===== src/inc/fdm_defines.vh =====
// Constants for the fault diagnostic monitor: timing, codes, reset values.
// Assumes a single 40 MHz system clock; included by the monitor design file.
`ifndef FDM_DEFINES_VH
`define FDM_DEFINES_VH

// System clock rate
`define FDM_CLK_MHZ          40
`define FDM_CLK_KHZ          40000

// Overcurrent blanking: (sel + 1) microseconds
`define FDM_BLANK_UNIT_US    1
`define FDM_BLANK_UNIT_CYC   (`FDM_BLANK_UNIT_US * `FDM_CLK_MHZ)
`define FDM_BLANK_W          8

// Open-load lockout: (sel + 1) * 10 ms
`define FDM_OLW_UNIT_MS      10
`define FDM_OLW_UNIT_CYC     (`FDM_OLW_UNIT_MS * `FDM_CLK_KHZ)
`define FDM_OLW_W            21

// Open-load current thresholds in mA
`define FDM_OL_THR_LO_MA     13
`define FDM_OL_THR_HI_MA     26

// Fault pin source selection codes
`define FDM_PIN_GENERAL      3'h0
`define FDM_PIN_SUPPLY       3'h1
`define FDM_PIN_OPENLOAD     3'h2

// Reset values of the sticky flags
`define FDM_PWRUP_FLAG_RST   1'b1
`define FDM_FAULT_FLAG_RST   1'b0

// Number of bridge phases
`define FDM_PHASES           2

`endif


===== src/verilog/fdm_timer.v =====
// Reloadable down-counter used for blanking and lockout delays.
// Assumes restart_i and run_i are synchronous to clock_i.
module fdm_timer #(
  parameter W = 8
) (
  input  wire         clock_i,
  input  wire         resetn_i,
  input  wire         restart_i,
  input  wire         run_i,
  input  wire [W-1:0] load_i,
  output wire         expired_o
);
  reg [W-1:0] count_reg;
  reg         done_reg;

  always @(posedge clock_i or negedge resetn_i) begin
    if (!resetn_i) begin
      count_reg <= {W{1'b0}};
      done_reg  <= 1'b0;
    end else if (restart_i) begin
      count_reg <= load_i;
      done_reg  <= 1'b0;
    end else if (run_i && !done_reg) begin
      if (count_reg <= {{(W-1){1'b0}}, 1'b1}) begin
        count_reg <= {W{1'b0}};
        done_reg  <= 1'b1;
      end else begin
        count_reg <= count_reg - {{(W-1){1'b0}}, 1'b1};
      end
    end
  end

  assign expired_o = done_reg;

endmodule


===== src/verilog/fdm_monitor.v =====
// Fault supervision: supply and temperature events, overcurrent
// blanking and retry, open-load checking, fault indicator pin.
// Assumes all inputs synchronous to clock_i; resetn_i is power-on reset.
`include "fdm_defines.vh"

// Overview of operation
// [RL1] Main supply overvoltage disables outputs, pulls fault low, sets supply-high flag.
// [RL2] Overvoltage gone: outputs and fault pin recover; supply-high flag stays set.
// [RL3] Main undervoltage disables outputs, pulls fault low, sets supply-low; keeps registers.
// [RL4] Undervoltage gone and no other fault: outputs and pin recover; flag stays.
// [RL5] Pump undervoltage disables outputs, pulls fault low, sets supply-low flag.
// [RL6] Logic supply loss fully disables, pin low; reset sets both power-up flags.
// [RL7] Supply fault pulls pin low when general or supply source is selected.
// [RL8] Hot warning sets its sticky flag and pulls pin low with general source; outputs stay on.
// [RL9] Overheat sets its flag and disables outputs until it clears.
// [RL10] Temperature fault pulls pin low when general source is selected.
// [RL11] Overcurrent ignored for selectable 1 to 4 us blanking, then latched.
// [RL12] Overcurrent vanishing before blanking expiry resets timer, records nothing.
// [RL13] Latched overcurrent disables that phase until a register reset or diagnostic read.
// [RL14] Retry bit 0: steps reset overcurrent states and re-enable outputs.
// [RL15] Maximum on-time latches the overcurrent state at once, without blanking.
// [RL16] Retry bit 1: steps do not reset overcurrent states.
// [RL17] Open load flagged when phase current below 13 or 26 mA threshold.
// [RL18] Open-load check only after 10 to 40 ms lockout restarted each step.
// [RL19] Phase checked only when its target exceeds twice the threshold.
// [RL20] Open load never disables the bridge; indication only.
// [RL21] Open-load states clear on steps, sequence start, PWM threshold, good check.
// [RL22] Step pin edge during open load clears fault and still steps.
// [RL23] After power-up the pin shows the general fault flag, active low.
// [RL24] Status and diagnostic flags are sticky until a register reset or an uninhibited read.
// [RL25] Status read without inhibit clears latched non-overcurrent states.
// [RL26] Blanking and lockout are system-clock counters reloaded from their fields.
module fdm_monitor #(
  parameter                   TGT_W    = 8,
  parameter [`FDM_OLW_W-1:0]  OLW_UNIT = `FDM_OLW_UNIT_CYC
) (
  input  wire                     clock_i,
  input  wire                     resetn_i,
  // Supply and temperature comparators
  input  wire                     main_supply_high_i,
  input  wire                     main_supply_low_i,
  input  wire                     pump_supply_low_i,
  input  wire                     logic_supply_low_i,
  input  wire                     hot_warn_i,
  input  wire                     overheat_i,
  // Per-phase bridge monitors, bit 0 phase A, bit 1 phase B
  input  wire [1:0]               overcurrent_i,
  input  wire [1:0]               ontime_max_i,
  input  wire [1:0]               openload_cmp_i,
  input  wire [1:0]               pwm_reached_i,
  input  wire [TGT_W-1:0]         target_a_i,
  input  wire [TGT_W-1:0]         target_b_i,
  // Step and host events
  input  wire                     step_pin_i,
  input  wire                     single_step_wr_i,
  input  wire                     seq_start_wr_i,
  input  wire                     seq_step_i,
  input  wire                     status_read_i,
  input  wire                     diagnostic_read_i,
  input  wire                     reg_reset_i,
  input  wire                     inhibit_clear_i,
  // Configuration
  input  wire [1:0]               overcurrent_blank_sel_i,
  input  wire                     overcurrent_retry_ctrl_i,
  input  wire                     openload_level_sel_i,
  input  wire [1:0]               openload_wait_sel_i,
  input  wire [2:0]               fault_pin_sel_i,
  // Results
  output wire [1:0]               bridge_en_o,
  output wire                     step_advance_o,
  output wire                     fault_indicator_pin_o,
  output wire                     fault_indicator_pin_oe_o,
  output wire                     supply_high_flag_o,
  output wire                     supply_low_flag_o,
  output wire                     power_on_flag_o,
  output wire                     power_up_fault_flag_o,
  output wire                     hot_warning_flag_o,
  output wire                     overheat_flag_o,
  output wire [1:0]               overcurrent_flag_o,
  output wire [1:0]               openload_flag_o,
  output wire [1:0]               openload_state_o
);

  localparam [`FDM_BLANK_W-1:0] BLANK_UNIT = `FDM_BLANK_UNIT_CYC;
  localparam [TGT_W:0]          THR2_LO    = 2 * `FDM_OL_THR_LO_MA;
  localparam [TGT_W:0]          THR2_HI    = 2 * `FDM_OL_THR_HI_MA;

  reg        step_prev_reg;
  reg        step_adv_reg;
  reg        pin_low_reg;
  reg        sup_high_flag_reg;
  reg        sup_low_flag_reg;
  reg        por_flag_reg;
  reg        pwr_fault_flag_reg;
  reg        hot_flag_reg;
  reg        heat_flag_reg;
  reg [1:0]  oc_state_reg;
  reg [1:0]  oc_flag_reg;
  reg [1:0]  ol_state_reg;
  reg [1:0]  ol_flag_reg;
  reg        pin_low_next;

  wire       step_rise;
  wire       any_step;
  wire       ol_restart;
  wire       ol_expired;
  wire       status_clr;
  wire       diagnostic_clr;
  wire       supply_fault;
  wire       static_off;
  wire       general_fault;
  wire [1:0] blank_exp;
  wire [1:0] oc_set;
  wire [1:0] ol_check;
  wire [1:0] ol_set;
  wire [1:0] ol_clr;
  wire [TGT_W:0] thr2;
  wire [`FDM_BLANK_W-1:0] blank_load;
  wire [`FDM_OLW_W-1:0]   olw_load;

  // Host read clears are honoured only while not inhibited
  assign status_clr = status_read_i && !inhibit_clear_i;  // [RL25]
  assign diagnostic_clr = diagnostic_read_i && !inhibit_clear_i;

  assign step_rise  = step_pin_i && !step_prev_reg;
  assign any_step   = step_rise || (single_step_wr_i && !inhibit_clear_i) || seq_step_i;
  assign ol_restart = any_step || (seq_start_wr_i && !inhibit_clear_i);  // [RL18]

  always @(posedge clock_i or negedge resetn_i) begin
    if (!resetn_i) begin
      step_prev_reg <= 1'b0;
      step_adv_reg  <= 1'b0;
    end else begin
      step_prev_reg <= step_pin_i;
      // Step edge always advances, even while an open load is flagged
      step_adv_reg  <= step_rise;  // [RL22]
    end
  end
  assign step_advance_o = step_adv_reg;

  // Static disable causes; undervoltage sets its flag and leaves all other stored state untouched
  assign supply_fault = main_supply_high_i || main_supply_low_i
                      || pump_supply_low_i;  // [RL1] [RL3] [RL5]
  assign static_off   = supply_fault || overheat_i || logic_supply_low_i;  // [RL9] [RL6]

  // Reload values: (sel + 1) units each
  assign blank_load = BLANK_UNIT * ({{(`FDM_BLANK_W-2){1'b0}}, overcurrent_blank_sel_i}
                      + {{(`FDM_BLANK_W-1){1'b0}}, 1'b1});  // [RL26]
  assign olw_load   = OLW_UNIT * ({{(`FDM_OLW_W-2){1'b0}}, openload_wait_sel_i}
                      + {{(`FDM_OLW_W-1){1'b0}}, 1'b1});  // [RL26]

  // Shared open-load lockout restarted by every step
  fdm_timer #(
    .W         (`FDM_OLW_W)
  ) u_olw_timer (
    .clock_i   (clock_i),
    .resetn_i  (resetn_i),
    .restart_i (ol_restart),
    .run_i     (1'b1),
    .load_i    (olw_load),
    .expired_o (ol_expired)
  );  // [RL18]

  assign thr2 = openload_level_sel_i ? THR2_HI : THR2_LO;  // [RL17]

  genvar p;
  generate
    for (p = 0; p < `FDM_PHASES; p = p + 1) begin : g_phase
      wire [TGT_W-1:0] target = (p == 0) ? target_a_i : target_b_i;

      // Timer held in reload while no overcurrent, so a short glitch
      // never accumulates towards a fault
      fdm_timer #(
        .W         (`FDM_BLANK_W)
      ) u_blank (
        .clock_i   (clock_i),
        .resetn_i  (resetn_i),
        .restart_i (!overcurrent_i[p]),
        .run_i     (overcurrent_i[p]),
        .load_i    (blank_load),
        .expired_o (blank_exp[p])
      );  // [RL11] [RL12]

      assign oc_set[p] = (blank_exp[p] && overcurrent_i[p])
                       || ontime_max_i[p];  // [RL11] [RL15]

      // A restarting lockout masks the check, else a step could not clear
      assign ol_check[p] = ol_expired && !ol_restart && ({1'b0, target} > thr2);  // [RL19]
      assign ol_set[p]   = ol_check[p] && openload_cmp_i[p];       // [RL17]
      assign ol_clr[p]   = ol_restart || pwm_reached_i[p]
                         || (ol_check[p] && !openload_cmp_i[p])
                         || status_clr || reg_reset_i;             // [RL21] [RL25]

      always @(posedge clock_i or negedge resetn_i) begin
        if (!resetn_i) begin
          oc_state_reg[p] <= 1'b0;
          oc_flag_reg[p]  <= `FDM_FAULT_FLAG_RST;
          ol_state_reg[p] <= 1'b0;
          ol_flag_reg[p]  <= `FDM_FAULT_FLAG_RST;
        end else begin
          // Set wins over every clear
          if (oc_set[p])
            oc_state_reg[p] <= 1'b1;  // [RL13]
          else if (reg_reset_i || diagnostic_clr)
            oc_state_reg[p] <= 1'b0;
          else if (any_step && !overcurrent_retry_ctrl_i)
            oc_state_reg[p] <= 1'b0;  // [RL14] [RL16]

          if (oc_set[p])
            oc_flag_reg[p] <= 1'b1;   // [RL24]
          else if (reg_reset_i || diagnostic_clr)
            oc_flag_reg[p] <= 1'b0;

          if (ol_set[p])
            ol_state_reg[p] <= 1'b1;
          else if (ol_clr[p])
            ol_state_reg[p] <= 1'b0;  // [RL21] [RL22]

          if (ol_set[p])
            ol_flag_reg[p] <= 1'b1;   // [RL24]
          else if (reg_reset_i || status_clr)
            ol_flag_reg[p] <= 1'b0;
        end
      end

      // Open load has no say in the bridge enable
      assign bridge_en_o[p] = !static_off && !oc_state_reg[p];  // [RL13] [RL20] [RL2] [RL4]
    end
  endgenerate

  // Sticky status flags: a present fault keeps its flag set through a clear
  always @(posedge clock_i or negedge resetn_i) begin
    if (!resetn_i) begin
      sup_high_flag_reg  <= `FDM_FAULT_FLAG_RST;
      sup_low_flag_reg   <= `FDM_FAULT_FLAG_RST;
      por_flag_reg       <= `FDM_PWRUP_FLAG_RST;  // [RL6]
      pwr_fault_flag_reg <= `FDM_PWRUP_FLAG_RST;  // [RL6]
      hot_flag_reg       <= `FDM_FAULT_FLAG_RST;
      heat_flag_reg      <= `FDM_FAULT_FLAG_RST;
    end else begin
      if (main_supply_high_i)
        sup_high_flag_reg <= 1'b1;  // [RL1] [RL2]
      else if (status_clr || reg_reset_i)
        sup_high_flag_reg <= 1'b0;

      if (main_supply_low_i || pump_supply_low_i)
        sup_low_flag_reg <= 1'b1;   // [RL3] [RL5]
      else if (status_clr || reg_reset_i)
        sup_low_flag_reg <= 1'b0;   // [RL4]

      if (logic_supply_low_i) begin
        por_flag_reg       <= 1'b1;
        pwr_fault_flag_reg <= 1'b1;
      end else if (status_clr || reg_reset_i) begin
        por_flag_reg       <= 1'b0;
        pwr_fault_flag_reg <= 1'b0;
      end

      if (hot_warn_i)
        hot_flag_reg <= 1'b1;       // [RL8]
      else if (status_clr || reg_reset_i)
        hot_flag_reg <= 1'b0;

      if (overheat_i)
        heat_flag_reg <= 1'b1;      // [RL9]
      else if (status_clr || reg_reset_i)
        heat_flag_reg <= 1'b0;
    end
  end  // [RL24]

  // General fault: any static fault other than logic supply loss present, or any dynamic fault latched
  assign general_fault = supply_fault || hot_warn_i || overheat_i
                       || (|oc_state_reg) || (|ol_state_reg);  // [RL10] [RL23]

  always @* begin
    pin_low_next = 1'b0;
    case (fault_pin_sel_i)
      `FDM_PIN_GENERAL:  pin_low_next = general_fault;   // [RL7] [RL10] [RL23]
      `FDM_PIN_SUPPLY:   pin_low_next = supply_fault;    // [RL7]
      `FDM_PIN_OPENLOAD: pin_low_next = |ol_state_reg;
      default:           pin_low_next = 1'b0;
    endcase
    // Collapsing logic supply holds the pin low whatever is selected
    if (logic_supply_low_i)
      pin_low_next = 1'b1;  // [RL6]
  end

  // Reset value pulls low: the device is not yet up
  always @(posedge clock_i or negedge resetn_i) begin
    if (!resetn_i)
      pin_low_reg <= 1'b1;
    else
      pin_low_reg <= pin_low_next;
  end

  // Open drain: only ever drives low
  assign fault_indicator_pin_o    = 1'b0;
  assign fault_indicator_pin_oe_o = pin_low_reg;

  assign supply_high_flag_o    = sup_high_flag_reg;
  assign supply_low_flag_o     = sup_low_flag_reg;
  assign power_on_flag_o       = por_flag_reg;
  assign power_up_fault_flag_o = pwr_fault_flag_reg;
  assign hot_warning_flag_o    = hot_flag_reg;
  assign overheat_flag_o       = heat_flag_reg;
  assign overcurrent_flag_o    = oc_flag_reg;
  assign openload_flag_o       = ol_flag_reg;
  assign openload_state_o      = ol_state_reg;

endmodule


===== config.mk =====
export PLATFORM = sky130hd
export DESIGN_NAME = fdm_monitor
export DESIGN_NICKNAME = d
export VERILOG_FILES = /design/src/verilog/fdm_timer.v /design/src/verilog/fdm_monitor.v
export VERILOG_INCLUDE_DIRS = /design/src /design/src/inc
export SDC_FILE = /design/constraint.sdc
export NUM_CORES = 1
export LEC_CHECK = 0
export BUFFER_PORTS_ARGS = -buffer_cell sky130_fd_sc_hd__buf_2
export CORE_MARGIN = 4
export CORE_UTILIZATION = 35
export CTS_CLUSTER_DIAMETER = 120
export DETAILED_ROUTE_END_ITERATION = 10
export PLACE_DENSITY = 0.63
export REMOVE_ABC_BUFFERS = 1
export SYNTH_ARGS = -nofsm -noshare
export SYNTH_HDL_FRONTEND = slang
export SYNTH_HIERARCHICAL = 1
export SYNTH_SLANG_ARGS = --single-unit

===== constraint.sdc =====
create_clock -name clock_i -period 2.89 [get_ports clock_i]
set_clock_uncertainty 0.1 [all_clocks]
set_input_delay 0.1445 -clock clock_i [delete_from_list [all_inputs] [get_ports clock_i]]
set_output_delay 0.1445 -clock clock_i [all_outputs]
set_load 0.02 [all_outputs]

==> impl_metrics.json <==
{
  "synthFlopType": "dfrtp_1",
  "ys_ff_latch": 56,
  "drv_cap": 0,
  "hold_violations": 0,
  "vdd_ir_drop_max_v": 0.0002374,
  "drv_slew": 0,
  "use_met2": 0.2509,
  "firstDrtPassIters": 4,
  "yosysUniqueCellTypes": 61,
  "wl_per_cell_um": 14.38,
  "clockRootBuffer": "clkbuf_8",
  "final_util": 0.4323,
  "dp_hpwl_mm": 6.813,
  "cts_buffers": 5,
  "max_slew.worst_pin.slew_ns": 0.7063,
  "syn_to_final_growth_pct": 20.03,
  "busiest_layer": "met2",
  "synth_top_area_frac": 0.3618,
  "min_path_type": "in2reg",
  "core_um2": 10370,
  "placed_cells": 608,
  "period_needed_ns": 2.403,
  "finalSetupViolCount": 0,
  "grt_pass1_wl_mm": 15.59,
  "crit_top_cell": "o21ai_0",
  "critPathTopFamily": "compound AO/OA/AOI/OAI gates",
  "clock.fmax_mhz": 416.1,
  "cts.sinks": 56,
  "rsz0062_at_grt": "false",
  "netlist_instances": 404,
  "cp-end-kind": "flop",
  "critPathRequiredTime_ns": 2.97,
  "grt_pass1_vias": 3366,
  "cts_tree": "yes",
  "insertion_delay_ns": 0.31,
  "worst_slack_ns": 0.4868,
  "critPathArrivalTime_ns": 2.49,
  "vias": 3346,
  "fp.dieH_um": 111.3,
  "die_area_um2": 12390,
  "fp.dieW_um": 111.3,
  "clk_path_buf_depth": 2,
  "port_buffers": 64,
  "whs_endpoint": "openload_state_o[0]",
  "reg2reg_from": "step_prev_reg",
  "start_kind": "input pin",
  "grt_use_met3": 0.02893,
  "ys_seq_area_frac": 0.3759,
  "largest_reg_flops": 21,
  "io_pins": 66,
  "worst-path-max-fanout": 7,
  "drive_gt1_frac": 0.1968,
  "yosys-top-cells-area": "dfrtp_1 (36%), ha_1 (8.0%), inv_1 (3.4%)",
  "worst-setup-path-type": "in2reg",
  "grt-ovfl-total": 0,
  "dr.first_iter.drc_count": 147,
  "h-tree-depth": 2,
  "most-common-layout-cells": "buf_2 (64), dfrtp_1 (54), inv_1 (34), nor2_1 (32), nand2_1 (27)",
  "synth_enable_flop_cells": 0,
  "async_flop_share": 1.000,
  "holdCritStartpoint": "pwm_reached_i[0]",
  "antenna_left": 0,
  "cpMaxStageDelayCell": "o21ai_0",
  "outcome": "finished clean",
  "start_util": 0.3602,
  "cts.reportedPaths.clkPinSlew_ns": 0.09,
  "r2r_setup_slack_ns": 0.64,
  "stdcell_count": 629,
  "syn_avg_cell_area_um2": 9.245,
  "hold_depth": 3,
  "antenna_cells": 0,
  "relSlewSlack": 0.5241,
  "pre_cts_ws_ns": 0.6559,
  "met1_usage": 0.1920,
  "grtUsageTotal": 0.1471,
  "cp.buffers_inverters": 3,
  "synth_top_area_cell": "dfrtp_1",
  "r2r-end": "u_olw_timer/count_reg[9]",
  "grt_max_degree": 37,
  "crit_chain": "dlygate4sd3_1 -> buf_2 -> and2b_1 -> a211oi_4 -> inv_1 -> o21ai_0 -> nor3_1 -> xnor2_1 -> o21ai_0",
  "final_common_cell": "buf_2",
  "drc_errors": 0,
  "cp_slowest_stage_delay_ns": 0.59,
  "via_per_inst": 5.320,
  "drt_wl_total_mm": 9.044,
  "place_congestion": 0.8484,
  "worstRegToRegCells": 7,
  "final.setup.tns_ns": 0,
  "mappedNetlistArea_um2": 3735,
  "period_share": 0.8316,
  "power_density_nw_per_um2": 424.0,
  "yosysWarnings": 6,
  "cts_resized": 0,
  "layout.nets": 565,
  "fp-row-count": 37,
  "path_depth": 9,
  "antenna_found_initial": 0,
  "leakage_nw": 1.984
}
-- worst max-delay path by stage --
stage | from | endpoint | slack (ns)
floorplan | step_prev_reg | u_olw_timer/count_reg[7] | 0.60
global placement | step_prev_reg | u_olw_timer/count_reg[5] | 0.70
detailed placement | step_prev_reg | u_olw_timer/count_reg[9] | 0.66
CTS | step_pin_i | u_olw_timer/count_reg[9] | 0.48
global route | step_pin_i | u_olw_timer/count_reg[9] | 0.28
finish | step_pin_i | u_olw_timer/count_reg[9] | 0.49
-- tightest hold or removal path, delay by kind of cell --
kind | cells | cell delay, ns
AND/OR/NAND/NOR | 1 | 0.09
multiplexers | 1 | 0.07
buffers and inverters | 1 | 0.07
-- through the flow --
| stage | hold WS, ns | power, mW | instance area (um2) |
|---|---|---|---|
| after floorplan | -0.2511 | 1.225 | 3729 |
| after global placement | 0.06390 | 1.368 | 4242 |
| after detailed placement | 0.06297 | 1.381 | 4242 |
| after CTS | 0.003044 | 1.922 | 4483 |
| after global routing | 0.006459 | 2.027 | 4483 |
| final | 0.01710 | 1.901 | 4483 |
-- what timing repair did --
action                                 CTS  global route
setup buffers                            0             0
endpoints found under the hold margin   36             0
hold buffers                            13             0
-- power breakdown --
part,switching [mW],total (mW),internal (mW)
clock,0.258,0.520,0.262
combinational,0.245,0.434,0.188
sequential,0.0905,0.947,0.856
-- metal layers --
metal  up-vias  share of wire
li1       1664              -
met1      1604           0.44
met2        59           0.50
met3        19          0.035
met4         0          0.017
met5         -              0
-- Yosys cell counts, types with 4 or more instances --
library cell / instances
dfrtp_1: 54
inv_1: 34
nor2_1: 32
nand2_1: 27
ha_1: 24
o21ai_0: 23
a21oi_1: 15
nor3_1: 15
nor4_1: 14
clkbuf_1: 11
xnor2_1: 10
a221o_1: 8
a21o_1: 6
a2bb2oi_1: 6
a31oi_1: 6
nor2b_1: 6
o2111ai_1: 6
o41ai_1: 6
xor2_1: 6
nand2b_1: 5
o21a_1: 5
or3_1: 5
a211oi_1: 4
nand3_1: 4
nand4b_1: 4
o311ai_1: 4
o31ai_1: 4
-- cell type report --
class,count,area [um2]
Tap cell,136,170.2
Timing Repair Buffer,80,473.0
Clock inverter,2,38.79
Fill cell,1047,5887
Clock buffer,6,72.57
Sequential cell,56,1404
Inverter,34,127.6
Multi-Input combinational cell,315,2197
-- logic make-up (layout without fill, tap and decap cells) --
kind of cell | count (synthesis) | after routing | synth area share
and+or+nand+nor | 141 | 141 | 0.2201
AOI/OAI and AO/OA | 111 | 111 | 0.2178
DFF | 56 | 56 | 0.3759
buffers and inverters | 49 | 122 | 0.05192
adders and majority gates | 24 | 24 | 0.08040
xor gates and xnor gates | 16 | 16 | 0.03752
muxes | 5 | 5 | 0.01440
other | 2 | 18 | 0.002011
No activity file was read; power rests on OpenSTA's default activity.
